**src/fsled_pkg.sv**
```systemverilog
// shared constants and types of the fieldbus status indicator encoder
package fsled_pkg;

  // ****************************************************************
  // timing
  // ****************************************************************
  localparam int unsigned CLK_PERIOD_NS     = 10;
  localparam int unsigned FLASH_HALF_MS     = 500;
  localparam int unsigned FLASH_HALF_CYCLES = FLASH_HALF_MS * 1000000 / CLK_PERIOD_NS;

  // ****************************************************************
  // register map
  // ****************************************************************
  localparam int unsigned ADDR_W      = 5;
  localparam logic [4:0]  OFF_CTRL    = 5'h00;
  localparam logic [4:0]  OFF_STATUS  = 5'h04;
  localparam logic [4:0]  OFF_IRQ_ST  = 5'h08;
  localparam logic [4:0]  OFF_IRQ_CLR = 5'h0C;
  localparam logic [4:0]  OFF_IRQ_EN  = 5'h10;

  localparam int unsigned CTRL_EN_BIT  = 0;
  localparam logic        CTRL_EN_RST  = 1'h1;
  localparam int unsigned STAT_MOD_LSB = 0;
  localparam int unsigned STAT_NET_LSB = 8;
  localparam int unsigned STAT_PH_BIT  = 16;

  localparam int unsigned IRQ_W        = 3;
  localparam int unsigned IRQ_MOD_BIT  = 0;
  localparam int unsigned IRQ_NET_BIT  = 1;
  localparam int unsigned IRQ_CRIT_BIT = 2;
  localparam logic [2:0]  IRQ_EN_RST   = 3'h0;

  localparam logic [1:0]  RESP_OKAY    = 2'h0;
  localparam logic [1:0]  RESP_SLVERR  = 2'h2;

  // ****************************************************************
  // types
  // ****************************************************************
  typedef enum logic [5:0] {
    FSLED_OFF         = 6'h01,
    FSLED_SOLID_GREEN = 6'h02,
    FSLED_FLASH_GREEN = 6'h04,
    FSLED_FLASH_RED   = 6'h08,
    FSLED_SOLID_RED   = 6'h10,
    FSLED_FLASH_ALT   = 6'h20
  } fsled_mode_type;

  typedef struct packed {
    logic self_test;
    logic unrecoverable;
    logic minor_fault;
    logic standby;
    logic operational;
  } fsled_health_type;

  typedef struct packed {
    logic dup_mac_done;
    logic connected;
    logic io_timeout;
    logic dup_mac_fail;
    logic bus_off;
    logic comm_faulted;
    logic identify_long;
  } fsled_net_type;

  typedef struct packed {
    logic green;
    logic red;
  } fsled_led_type;

  typedef struct packed {
    logic [4:0]  awaddr;
    logic        awvalid;
    logic [31:0] wdata;
    logic [3:0]  wstrb;
    logic        wvalid;
    logic        bready;
    logic [4:0]  araddr;
    logic        arvalid;
    logic        rready;
  } fsled_axi_req_type;

  typedef struct packed {
    logic        awready;
    logic        wready;
    logic [1:0]  bresp;
    logic        bvalid;
    logic        arready;
    logic [31:0] rdata;
    logic [1:0]  rresp;
    logic        rvalid;
  } fsled_axi_rsp_type;

endpackage : fsled_pkg

```
**src/fsled_flash_timebase.sv**
```systemverilog
// shared flash phase toggle for all flashing and alternating indicator patterns
`timescale 1ns/10ps
module fsled_flash_timebase #(
  parameter int unsigned HALF = 50000000
) (
  input  wire logic clk,
  input  wire logic rst,
  output logic      phase
);
  import fsled_pkg::*;

  typedef struct packed {
    logic [31:0] cnt;
    logic        phase;
  } fsled_tb_state_type;

  fsled_tb_state_type q;
  fsled_tb_state_type d;

  always_comb begin
    d = q;
    if (q.cnt == 32'(HALF - 1)) begin
      d.cnt   = 32'h0;
      d.phase = !q.phase;
    end else begin
      d.cnt = q.cnt + 32'h1;
    end
  end

  always_ff @(posedge clk) begin
    if (rst) begin
      q <= '0;
    end else begin
      q <= d;
    end
  end

  assign phase = q.phase;
endmodule : fsled_flash_timebase

```
**src/fsled_led_drive.sv**
```systemverilog
// one bi-colour indicator: display mode to registered green and red drives
`timescale 1ns/10ps
module fsled_led_drive (
  input  wire logic                      clk,
  input  wire logic                      rst,
  input  wire fsled_pkg::fsled_mode_type mode,
  input  wire logic                      phase,
  input  wire logic                      enable,
  output fsled_pkg::fsled_led_type       led
);
  import fsled_pkg::*;

  fsled_led_type q;
  fsled_led_type d;

  always_comb begin
    d = '0;
    if (enable) begin
      unique case (mode)
        FSLED_OFF:         d = '0;
        FSLED_SOLID_GREEN: d.green = 1'b1;
        FSLED_FLASH_GREEN: d.green = phase;
        FSLED_FLASH_RED:   d.red = phase;
        FSLED_SOLID_RED:   d.red = 1'b1;
        FSLED_FLASH_ALT: begin
          // complementary halves: never both colours at once
          d.green = phase;
          d.red   = !phase;
        end
        default:           d = '0;
      endcase
    end
  end

  always_ff @(posedge clk) begin
    if (rst) begin
      q <= '0;
    end else begin
      q <= d;
    end
  end

  assign led = q;
endmodule : fsled_led_drive

```
**src/fsled_encoder_top.sv**
```systemverilog
// fieldbus node status indicators: state encoding, AXI4-Lite registers, interrupt
`timescale 1ns/10ps
// Behaviour
// - two independent bi-colour indicators: health, network
// - normal operation: health indicator steady green
// - standby needing commissioning: health flashes green
// - minor fault flashes red; unrecoverable steady red
// - self-test: health flashes red and green alternately
// - before duplicate-address test passes: network off
// - on-line without connection: network flashes green
// - connection established or allocated: network steady green
// - any I/O connection timed out: flash red
// - duplicate address or bus-off: steady red
// - comm-faulted plus long identify: alternate red/green
module fsled_encoder_top #(
  parameter int unsigned FLASH_HALF = fsled_pkg::FLASH_HALF_CYCLES
) (
  input  wire logic                         clk,
  input  wire logic                         rst,
  input  wire fsled_pkg::fsled_health_type  health,
  input  wire fsled_pkg::fsled_net_type     net,
  input  wire fsled_pkg::fsled_axi_req_type axi_req,
  output fsled_pkg::fsled_axi_rsp_type      axi_rsp,
  output fsled_pkg::fsled_led_type          module_led,
  output fsled_pkg::fsled_led_type          net_led,
  output logic                              irq
);
  import fsled_pkg::*;

  // ****************************************************************
  // state
  // ****************************************************************
  typedef struct packed {
    fsled_mode_type     mod_mode;
    fsled_mode_type     net_mode;
    logic               aw_have;
    logic [ADDR_W-1:0]  aw_addr;
    logic               w_have;
    logic [31:0]        w_data;
    logic [3:0]         w_strb;
    logic               awready;
    logic               wready;
    logic               bvalid;
    logic [1:0]         bresp;
    logic               arready;
    logic               rvalid;
    logic [31:0]        rdata;
    logic [1:0]         rresp;
    logic               ctrl_en;
    logic [IRQ_W-1:0]   irq_stat;
    logic [IRQ_W-1:0]   irq_en;
    logic               irq;
  } fsled_top_state_type;

  localparam fsled_top_state_type RST_STATE = '{
    mod_mode: FSLED_OFF,
    net_mode: FSLED_OFF,
    aw_have:  1'b0,
    aw_addr:  '0,
    w_have:   1'b0,
    w_data:   32'h0,
    w_strb:   4'h0,
    awready:  1'b0,
    wready:   1'b0,
    bvalid:   1'b0,
    bresp:    RESP_OKAY,
    arready:  1'b0,
    rvalid:   1'b0,
    rdata:    32'h0,
    rresp:    RESP_OKAY,
    ctrl_en:  CTRL_EN_RST,
    irq_stat: '0,
    irq_en:   IRQ_EN_RST,
    irq:      1'b0
  };

  fsled_top_state_type q;
  fsled_top_state_type d;
  logic                phase;
  logic                crit;

  // ****************************************************************
  // shared flash timebase and the two indicator drivers
  // ****************************************************************
  fsled_flash_timebase #(
    .HALF (FLASH_HALF)
  ) u_timebase (
    .clk   (clk),
    .rst   (rst),
    .phase (phase)
  );

  // both drivers read the same phase so flashes stay aligned
  fsled_led_drive u_module_drive (
    .clk    (clk),
    .rst    (rst),
    .mode   (q.mod_mode),
    .phase  (phase),
    .enable (q.ctrl_en),
    .led    (module_led)
  );

  fsled_led_drive u_net_drive (
    .clk    (clk),
    .rst    (rst),
    .mode   (q.net_mode),
    .phase  (phase),
    .enable (q.ctrl_en),
    .led    (net_led)
  );

  assign crit = net.dup_mac_fail || net.bus_off;

  // ****************************************************************
  // register read mux
  // ****************************************************************
  function automatic logic [31:0] read_word(
    input logic [ADDR_W-1:0] addr,
    input fsled_top_state_type s,
    input logic ph
  );
    logic [31:0] w;
    w = 32'h0;
    case (addr)
      OFF_CTRL:    w[CTRL_EN_BIT] = s.ctrl_en;
      OFF_STATUS: begin
        w[STAT_MOD_LSB +: 6] = s.mod_mode;
        w[STAT_NET_LSB +: 6] = s.net_mode;
        w[STAT_PH_BIT]       = ph;
      end
      OFF_IRQ_ST:  w[IRQ_W-1:0] = s.irq_stat;
      OFF_IRQ_EN:  w[IRQ_W-1:0] = s.irq_en;
      default:     w = 32'h0;
    endcase
    return w;
  endfunction : read_word

  // ****************************************************************
  // next state
  // ****************************************************************
  always_comb begin
    logic [IRQ_W-1:0] ev;
    logic [IRQ_W-1:0] clr;
    ev  = '0;
    clr = '0;
    d   = q;

    // health: self-test over faults over standby over normal
    if (health.self_test) begin
      d.mod_mode = FSLED_FLASH_ALT;
    end else if (health.unrecoverable) begin
      d.mod_mode = FSLED_SOLID_RED;
    end else if (health.minor_fault) begin
      d.mod_mode = FSLED_FLASH_RED;
    end else if (health.standby) begin
      d.mod_mode = FSLED_FLASH_GREEN;
    end else if (health.operational) begin
      d.mod_mode = FSLED_SOLID_GREEN;
    end else begin
      d.mod_mode = FSLED_OFF;
    end

    // network: most severe condition first
    if (crit) begin
      d.net_mode = FSLED_SOLID_RED;
    end else if (net.comm_faulted) begin
      // faulted but not yet identified still cannot talk: steady red
      d.net_mode = net.identify_long ? FSLED_FLASH_ALT : FSLED_SOLID_RED;
    end else if (net.io_timeout) begin
      d.net_mode = FSLED_FLASH_RED;
    end else if (!net.dup_mac_done) begin
      d.net_mode = FSLED_OFF;
    end else if (net.connected) begin
      d.net_mode = FSLED_SOLID_GREEN;
    end else begin
      d.net_mode = FSLED_FLASH_GREEN;
    end

    ev[IRQ_MOD_BIT]  = d.mod_mode != q.mod_mode;
    ev[IRQ_NET_BIT]  = d.net_mode != q.net_mode;
    ev[IRQ_CRIT_BIT] = d.net_mode == FSLED_SOLID_RED && q.net_mode != FSLED_SOLID_RED;

    // write channel: address and data taken in either order
    if (axi_req.awvalid && q.awready) begin
      d.aw_have = 1'b1;
      d.aw_addr = axi_req.awaddr;
    end
    if (axi_req.wvalid && q.wready) begin
      d.w_have = 1'b1;
      d.w_data = axi_req.wdata;
      d.w_strb = axi_req.wstrb;
    end
    if (q.bvalid && axi_req.bready) begin
      d.bvalid = 1'b0;
    end
    if (d.aw_have && d.w_have && !d.bvalid) begin
      d.aw_have = 1'b0;
      d.w_have  = 1'b0;
      d.bvalid  = 1'b1;
      d.bresp   = RESP_OKAY;
      case (d.aw_addr)
        OFF_CTRL: begin
          if (d.w_strb[0]) begin
            d.ctrl_en = d.w_data[CTRL_EN_BIT];
          end
        end
        OFF_IRQ_CLR: begin
          if (d.w_strb[0]) begin
            clr = d.w_data[IRQ_W-1:0];
          end
        end
        OFF_IRQ_EN: begin
          if (d.w_strb[0]) begin
            d.irq_en = d.w_data[IRQ_W-1:0];
          end
        end
        default: d.bresp = RESP_SLVERR;
      endcase
    end
    d.awready = !d.aw_have && !d.bvalid;
    d.wready  = !d.w_have && !d.bvalid;

    // read channel: one read in flight, answered the next cycle
    if (q.rvalid && axi_req.rready) begin
      d.rvalid = 1'b0;
    end
    if (axi_req.arvalid && q.arready) begin
      d.rvalid = 1'b1;
      d.rdata  = read_word(axi_req.araddr, q, phase);
      unique case (axi_req.araddr)
        OFF_CTRL, OFF_STATUS, OFF_IRQ_ST, OFF_IRQ_CLR, OFF_IRQ_EN: d.rresp = RESP_OKAY;
        default: d.rresp = RESP_SLVERR;
      endcase
    end
    d.arready = !d.rvalid;

    // a new event outranks a clear landing in the same cycle
    d.irq_stat = (q.irq_stat & ~clr) | ev;
    d.irq      = |(d.irq_stat & d.irq_en);
  end

  always_ff @(posedge clk) begin
    if (rst) begin
      q <= RST_STATE;
    end else begin
      q <= d;
    end
  end

  // ****************************************************************
  // outputs
  // ****************************************************************
  assign axi_rsp.awready = q.awready;
  assign axi_rsp.wready  = q.wready;
  assign axi_rsp.bresp   = q.bresp;
  assign axi_rsp.bvalid  = q.bvalid;
  assign axi_rsp.arready = q.arready;
  assign axi_rsp.rdata   = q.rdata;
  assign axi_rsp.rresp   = q.rresp;
  assign axi_rsp.rvalid  = q.rvalid;
  assign irq             = q.irq;
endmodule : fsled_encoder_top

```
**config.mk**
```make
export PLATFORM = sky130hd
export DESIGN_NAME = fsled_encoder_top
export DESIGN_NICKNAME = d
export VERILOG_FILES = /design/src/fsled_pkg.sv /design/src/fsled_flash_timebase.sv /design/src/fsled_led_drive.sv /design/src/fsled_encoder_top.sv
export SDC_FILE = /design/constraint.sdc
export NUM_CORES = 1
export LEC_CHECK = 0
export BUFFER_PORTS_ARGS = -buffer_cell sky130_fd_sc_hd__buf_2
export CAP_MARGIN = 20
export CORE_MARGIN = 5
export CORE_UTILIZATION = 40
export DETAILED_ROUTE_END_ITERATION = 16
export HOLD_SLACK_MARGIN = 0.1
export PLACE_DENSITY = 0.6
export SLEW_MARGIN = 40
export SYNTH_ARGS = -nofsm -noshare
export SYNTH_HDL_FRONTEND = slang
export SYNTH_SLANG_ARGS = --single-unit
```
**constraint.sdc**
```tcl
create_clock -name clk -period 5 [get_ports clk]
set_clock_uncertainty 0.1 [all_clocks]
set_input_delay 0 -clock clk [delete_from_list [all_inputs] [get_ports clk]]
set_output_delay 0 -clock clk [all_outputs]
set_load 0.05 [all_outputs]
```
Word-level counts from Yosys, hierarchy flattened
Index checks and enable logic that the tools add are counted.

Memory bits (writable): 0. Memories: 0. Bits in latches: 0. Output and inout bits: 46. ROM bits: 0. Bits of input ports: 65. Flip-flop bits (word level): 122. Word-level logic and storage cells: 117.

Add/sub/neg operators: 1. Reductions and logical operators: 27. Magnitude comparators: 0. Multipliers: 0. Equality and inequality tests: 21. Shift operators: 0. Divide/modulo/power cells: 0. Muxes and demuxes: 36. Bitwise gates (word level): 5.

Operator list (count): $mux W37 (1); $mux W6 (6); $mux W35 (1); $mux W3 (11); $add A32 B1 Y32 const B (1); $eq A32 B26 Y1 const B (1); $eq A6 B5 Y1 const B (3); $eq A5 B4 Y1 const B (3); $eq A6 B2 Y1 const B (2); $eq A6 B3 Y1 const B (2); $eq A6 B4 Y1 const B (2); $eq A6 B6 Y1 const B (2); $ne A6 B6 Y1 (2); $eq A5 B5 Y1 const B (2); $logic_and A1 B1 Y1 (10); $logic_not A5 Y1 (2); $mux W4 (2); $reduce_or A2 Y1 (4); $and A3 B3 Y3 (2); $logic_not A1 Y1 (6); $mux W2 (3); $ne A6 B5 Y1 const B (1); $pmux W1 S3 (2); $pmux W2 S3 (1); other kinds (12) (18).

Logic depth before layout (Yosys ltp)
Gate-level depths: netlist of the first run.

Word-level depth: 10. Gate-level depth with buffers: 8. Depth with buffers taken out: 7.

Hierarchy
A second synthesis of the first run with hierarchy kept.

Cells, all modules: 508. Area total of the unflattened synthesis: 4362.9 um2.

By module, submodules not included: fsled_encoder_top (area an instance 2489.9 um2, cells each 287, seq. area each 1021.0 um2, times used 1); fsled_flash_timebase (area an instance 1617.8 um2, cells each 191, seq. area each 660.6 um2, times used 1); fsled_led_drive (area an instance 127.6 um2, cells each 15, seq. area each 40.0 um2, times used 2).

Worst setup path before layout of the first run
OpenSTA, ideal clock, no wires.

Path kind: register to register. Start point: register q, in the netlist axi_rsp[40]. End point: register q, in the netlist irq. Path buffers: 1. Data required time: 4.765 ns. Library setup time: 0.135 ns. Stages on the path, launching flop included: 8. Slack: 2.933 ns. Clock period less this slack: 2.067 ns. Data arrival time: 1.833 ns. Path through: dfxtp_1 > and2_1 > clkbuf_1 > mux2_2 > o41ai_1 > o2111a_1 > or3_1 > o311ai_1.

Word-level cells in the longest chain between the ends: 10. Elaborated cells on any way between the ends: 15. Classes of those cells: eq/ne: 2; mux: 5; bitwise: 4; reduce/logical: 4.

RTL lines: start: declaration (line fsled_encoder_top.sv:77) `fsled_top_state_type q;`; start signal: assignment (line fsled_encoder_top.sv:244) `q <= RST_STATE;`; start signal: assignment (line fsled_encoder_top.sv:246) `q <= d;`; $logic_and A1 B1 Y1 * (line fsled_encoder_top.sv:184) `if (axi_req.awvalid && q.awready) begin`; $mux W6 * (line fsled_encoder_top.sv:184); $eq A5 B4 Y1 / $logic_and A1 B1 Y1 (equally long branches) (line fsled_encoder_top.sv:201, fsled_encoder_top.sv:196); $mux W3 / $logic_and A1 B1 Y1 (equally long branches) (line fsled_encoder_top.sv:201, fsled_encoder_top.sv:196); $mux W3 (line fsled_encoder_top.sv:196) `if (d.aw_have && d.w_have && !d.bvalid) begin`; $not A3 Y3 (line fsled_encoder_top.sv:238) `d.irq_stat = (q.irq_stat & ~clr) | ev;`; $and A3 B3 Y3 (line fsled_encoder_top.sv:238); $or A3 B3 Y3 (line fsled_encoder_top.sv:238); $and A3 B3 Y3 * (line fsled_encoder_top.sv:239) `d.irq = |(d.irq_stat & d.irq_en);`; $reduce_or A3 Y1 * (line fsled_encoder_top.sv:239).

Every way passes the cells marked *; elsewhere a longest branch is shown, timed or not. A chain may end at the register's enable or synchronous reset.

Worst setup path in the final report of the first run
Start point: input port net[2] (netlist name). End point: register q, in the netlist irq.

Word-level cells in the longest chain between the ends: 7. Elaborated cells on any way between the ends: 8. Classes of those cells: eq/ne: 2; mux: 1; bitwise: 2; reduce/logical: 3.

RTL lines: start: declaration (line fsled_encoder_top.sv:21) `input wire fsled_pkg::fsled_net_type net,`; $logic_or A1 B1 Y1 * (line fsled_encoder_top.sv:112) `assign crit = net.dup_mac_fail || net.bus_off;`; $mux W6 * (line fsled_encoder_top.sv:164) `if (crit) begin`; $eq A6 B5 Y1 (line fsled_encoder_top.sv:181) `ev[IRQ_CRIT_BIT] = d.net_mode == FSLED_SOLID_RED && q.net_mode != FSLED_SOLID_RED;`; $logic_and A1 B1 Y1 (line fsled_encoder_top.sv:181); $or A3 B3 Y3 * (line fsled_encoder_top.sv:238); $and A3 B3 Y3 * (line fsled_encoder_top.sv:239); $reduce_or A3 Y1 * (line fsled_encoder_top.sv:239).

Marked as above.

==> results of run 1 <==
logic make-up (layout without fill, tap and decap cells):
group | count (synthesis) | after routing | synth area share
AOI/OAI and AO/OA | 61 | 61 | 0.0924
xor gates and xnor gates | 34 | 34 | 0.0709
adders and majority gates | 1 | 1 | 0.00298
buffers and inverters | 73 | 131 | 0.103
DFF | 88 | 88 | 0.420
muxes | 10 | 10 | 0.0244
other | 1 | 21 | 0.000893
and+or+nand+nor | 234 | 234 | 0.286
flip-flops by register name (all words and copies together) (netlist names):
signal	flops
axi_rsp	20
irq	1
q	30
u_module_drive.led	2
u_net_drive.led	2
u_timebase.phase	1
u_timebase.q	32
cell usage in the layout, fill, tap and decap left out, drive strengths merged, types with 6 or more instances in the layout:
cell type	netlist	final
a21oi	25	25
and3	7	7
buf	45	58
clkbuf	20	10
conb	1	21
dfxtp	88	88
dlygate4sd3	0	49
inv	8	8
mux2i	8	8
nand2	47	47
nand3	23	23
nand4	7	7
nor2	69	69
nor2b	6	6
nor3	18	18
nor3b	6	6
nor4	10	10
nor4b	6	6
o21ai	10	10
or3	6	6
xnor2	14	14
xor2	20	20
tightest hold or removal path, cell delays in order:
cell and delay, ns:
buf_2 0.10, nor3_1 0.07, a221oi_1 0.31, nor3_1 0.07
where the power goes:
part / total, W / switching [W] / internal, W / leakage (nW)
logic: 0.000192 / 0.000124 / 0.0000678 / 1.20
clock network: 0.000479 / 0.000251 / 0.000229 / 0.0920
registers: 0.000733 / 0.0000141 / 0.000719 / 0.715
total: 0.00140 / 0.000389 / 0.00102 / 2.01
through the flow:
stage	setup slack, ns	power, W	util	area (um2)	hold slack [ns]
4_1_cts	2.39	0.00142	0.488	5020	0.105
5_1_grt	2.25	0.00147	0.488	5020	0.134
3_3_place_gp	2.46	0.000911	0.422	4340	0.106
6_report	2.44	0.00140	0.488	5020	0.128
3_5_place_dp	2.45	0.000913	0.422	4340	0.107
2_1_floorplan	2.93	0.000893	-	4270	-0.0245
per-layer routing:
layer | track usage | share of wire | up-vias
li1 | - | - | 1808
met1 | 0.182 | 0.46 | 1639
met2 | 0.240 | 0.47 | 78
met3 | 0.0270 | 0.051 | 10
met4 | 0.0561 | 0.014 | 0
met5 | 0 | 0 | -
cell type report:
type,count,area [um2]
clock buffer,10,128
tap,136,170
sequential,88,1760
multi-input combinational,361,2080
timing repair buffer,107,786
clock inverter,6,60.1
inverter,8,30.0
fill,1016,5260
worst paths after layout:
path,from,to,slack [ns],depth (start not counted)
worst min-delay path,axi_req[2],axi_rsp[3],0.13,4
worst max register to register,axi_rsp[40],irq,2.48,6
worst max-delay path,net[2],irq,2.44,9
worst min register to register,u_timebase.q[1],u_timebase.q[1],0.35,1
==> impl_metrics.ini, run 1 <==
[drt]
antenna_left = 0
wirelength_um = 9030
vias = 3535
drt_iter0_drc = 186
wl_per_cell_um = 12.6
vias_per_cell = 4.94
first_pass_iters = 5
route.detailed.drc = 0

[clocking]
insertion_delay_ns = 0.36
cts_root_buf = clkbuf_8
htree_levels = 3
cts_tree = yes
cts.sinks = 88
cts_hold_buf = 49
postCtsSetupBuffers = 0
path_clk_slew_ns = 0.08
clockBufferDepth = 2
post_cts_resized = 0
cts_buffers = 9

[logic_synthesis]
async_reset_ff_frac = 0
ys_seq_elements = 88
ys_types = 56
synth-edff-count = 0
netlist_area_mm2 = 0.00420
yosysTopAreaCell = dfxtp_1
syn_inst = 502
synth_commonest_cells = dfxtp_1 (88), nor2_1 (69), nand2_1 (47), buf_4 (41), a21oi_1 (24)
syn_area_per_cell_um2 = 8.36
synth.most_common_cell = dfxtp_1
yosys_warnings = 0
synth_top_cell_area_share = 0.420
ys_seq_area_frac = 0.420
synth_flop_cell = dfxtp_1
synth_area_leaders = dfxtp_1 (42%), buf_4 (7.3%), nor2_1 (6.2%)

[critical_path]
worstPathMaxFanout = 6
cp-end-kind = flop
crit_slowest_cell = dlygate4sd3_1
required_ns = 5.15
path_delay_family = buffers and inverters
worst_path_largest_cell_delay_ns = 0.68
path_common_cell = dlygate4sd3_1
startpoint_type = primary input
crit_buf_inv = 3
worst_ep_arrival_time_ns = 2.71
worstPathCellList = dlygate4sd3_1 > buf_2 > nor3_1 > dlygate4sd3_1 > nand2_1 > a21o_1 > nand4_1 > or3b_1 > o311ai_1
critical_path_class = primary input to flop

[global_routing]
grt.overflow.total = 0
grt_pass1_wl_um = 15100
grt_max_degree = 58
antenna_found_initial = 0
grt_pass1_vias = 3313
grt_util_all_layers = 0.143

[placed_design]
routabilityCongestion = 0.798
place_inst = 651
io_buffers = 57
hpwl_um = 6170

[power]
p_per_area_mw_per_mm2 = 280
leakagePower_nw = 2.01
ir_drop_uv = 116

[die]
core_mm2 = 0.0103
die_w_um = 112
start_util = 0.409
io-pin-count = 111
dieHeight_um = 112
dieArea_mm2 = 0.0126
fp-row-count = 37

[cells_and_area]
num_antenna_cells = 0
drive_above_1_share = 0.143
final_nets = 641
area_delta_synth_final_pct = 19.5
stdcell_count = 716

[sta]
hold_viol = 0
setup_viol = 0
rsz0062_at_grt = no
finalCritPeriodShare = 0.513
setup_tns_ns = 0
fin_crit_ns = 2.56
slew_headroom = 0.612
worst_slew_pin_slew_ns = 0.577
max_freq_mhz = 390
slew_viol_final = 0

[outcome]
status = completed

[worst_hold_path]
hold_class = primary input to flop

[run]
cap_violations = 0
Power figures use the tool's default switching activity.
==> run 2: changes to the inputs <==
- ABC_AREA: unset -> 1
- clock period: 5 -> 2.45 ns (I/O delays scaled with it)
==> impl_metrics.ini, run 2 <==
[outcome]
status = completed

[global_routing]
grt_util_all_layers = 0.167
grt_pass1_wl_um = 19500
grt_pass1_vias = 4356
grt_max_degree = 36
antenna_found_initial = 0
grt.overflow.total = 0

[drt]
wl_per_cell_um = 12.2
vias = 4502
antenna_left = 0
wirelength_um = 11400
drt_iter0_drc = 206
vias_per_cell = 4.81
route.detailed.drc = 0
first_pass_iters = 5

[die]
dieArea_mm2 = 0.0138
die_w_um = 118
dieHeight_um = 118
start_util = 0.407
io-pin-count = 111
fp-row-count = 39
core_mm2 = 0.0114

[logic_synthesis]
syn_inst = 690
synth_top_cell_area_share = 0.381
ys_seq_elements = 88
synth.most_common_cell = nand2_1
syn_area_per_cell_um2 = 6.71
ys_types = 37
synth_flop_cell = dfxtp_1
netlist_area_mm2 = 0.00463
synth_commonest_cells = nand2_1 (174), nor2_1 (91), dfxtp_1 (88), inv_1 (77)
ys_seq_area_frac = 0.381
synth-edff-count = 0
yosys_warnings = 0
async_reset_ff_frac = 0
synth_area_leaders = dfxtp_1 (38%), nand2_1 (14%), nor2_1 (7.4%)
yosysTopAreaCell = dfxtp_1

[sta]
setup_tns_ns = 0
fin_crit_ns = 2.30
slew_headroom = 0.604
setup_viol = 0
worst_slew_pin_slew_ns = 0.593
slew_viol_final = 0
rsz0062_at_grt = no
max_freq_mhz = 436
finalCritPeriodShare = 0.937
hold_viol = 0

[cells_and_area]
fin_area_mm2 = 0.00579
layout_commonest_cell = nand2_1
drive_above_1_share = 0.135
final_nets = 853
area_delta_synth_final_pct = 25.0
top_register = u_timebase.q
final_cell_mix = nand2_1 (174), nor2_1 (90), dfxtp_1 (87)
num_antenna_cells = 0
utilization = 0.509
largest_register_ffs = 32

[worst_hold_path]
hold_class = primary input to flop
whs_path_depth = 6

[placed_design]
place_area_mm2 = 0.00483
routabilityCongestion = 0.885
io_buffers = 57
hpwl_um = 8220

[clocking]
cts_buffers = 9
htree_levels = 3
insertion_delay_ns = 0.35
cts.sinks = 88
clockBufferDepth = 2
path_clk_slew_ns = 0.06
cts_root_buf = clkbuf_16
cts_tree = yes

[critical_path]
worst_ep_arrival_time_ns = 2.42
r2r.worst_path.cells = 10
worstPathMaxFanout = 7
startpoint_type = primary input
critical_path_class = primary input to flop
cp-end-kind = flop
required_ns = 2.58

[power]
leakagePower_nw = 2.43
ir_drop_uv = 439
p_per_area_mw_per_mm2 = 647

[run]
cap_violations = 0
==> run 2: kinds of logic after synthesis <==
| group | synth area share |
|---|---|
| simple gates | 0.368 |
| buf+inv | 0.146 |
| flops | 0.381 |
| compound gates | 0.0846 |
| xor+xnor | 0.0170 |
| fa+ha+maj | 0.00270 |
| other cells | 0.000810 |
==> run 2: per-layer routing <==
| layer | vias to the layer above | GRT usage | wire, um |
|---|---|---|---|
| li1 | 2344 | - | - |
| met1 | 2030 | 0.202 | 5010 |
| met2 | 102 | 0.286 | 5590 |
| met3 | 26 | 0.0336 | 477 |
| met4 | 0 | 0.0760 | 313 |
| met5 | - | 0 | 0 |
==> run 2: where the power goes <==
part / total (W) / internal (W) / switching, W
sequential: 0.00153 / 0.00149 / 0.0000366
clock: 0.00166 / 0.00108 / 0.000583
combinational: 0.000553 / 0.000174 / 0.000378
total: 0.00374 / 0.00275 / 0.000998
==> run 2: worst max-delay path, stage by stage <==
cell and delay, ns:
dlygate4sd3_1 0.53, buf_2 0.13, nor2_2 0.26, dlygate4sd3_1 0.67, nand2_1 0.13, nand2_1 0.08
nand2_1 0.05, nor2_1 0.09, nand2_1 0.05, nor2_1 0.18, nand2_1 0.09, nand2_1 0.07
nand3_1 0.09
==> run 2: layout make-up <==
cell class / instances / area, um2
sequential: 88 / 1760
clock buffer: 12 / 267
clock inverter: 4 / 98.8
fill: 1103 / 5580
tap: 143 / 179
timing repair buffer: 119 / 893
multi-input combinational: 486 / 2270
inverter: 83 / 312
==> run 2: timing repair <==
| action | CTS | global route |
|---|---|---|
| endpoints found under the setup margin | 0 | 2 |
| hold buffers | 58 | 0 |
| gates resized for setup | 0 | 3 |
| endpoints found under the hold margin | 38 | 0 |
| buffers inserted | 0 | 1 |
==> run 2: worst paths after layout <==
path / startpoint / end / slack [ns]
max reg2reg: axi_rsp[40] / irq / 0.26
min reg2reg: u_timebase.q[1] / u_timebase.q[1] / 0.36
max: net[2] / irq / 0.15
min: axi_req[4] / axi_rsp[3] / 0.18
==> run 2: per-stage QoR <==
| stage | std cells | setup slack [ns] | total power [W] | hold WS [ns] |
|---|---|---|---|---|
| final | 935 | 0.154 | 0.00374 | 0.176 |
| after global routing | 935 | 0.0498 | 0.00390 | 0.236 |
| after CTS | 935 | 0.105 | 0.00378 | 0.135 |
| after detailed placement | 861 | 0.577 | 0.00204 | 0.195 |
| after global placement | 861 | 0.650 | 0.00203 | 0.192 |
| after floorplan | 710 | 0.828 | 0.00198 | 0.0430 |
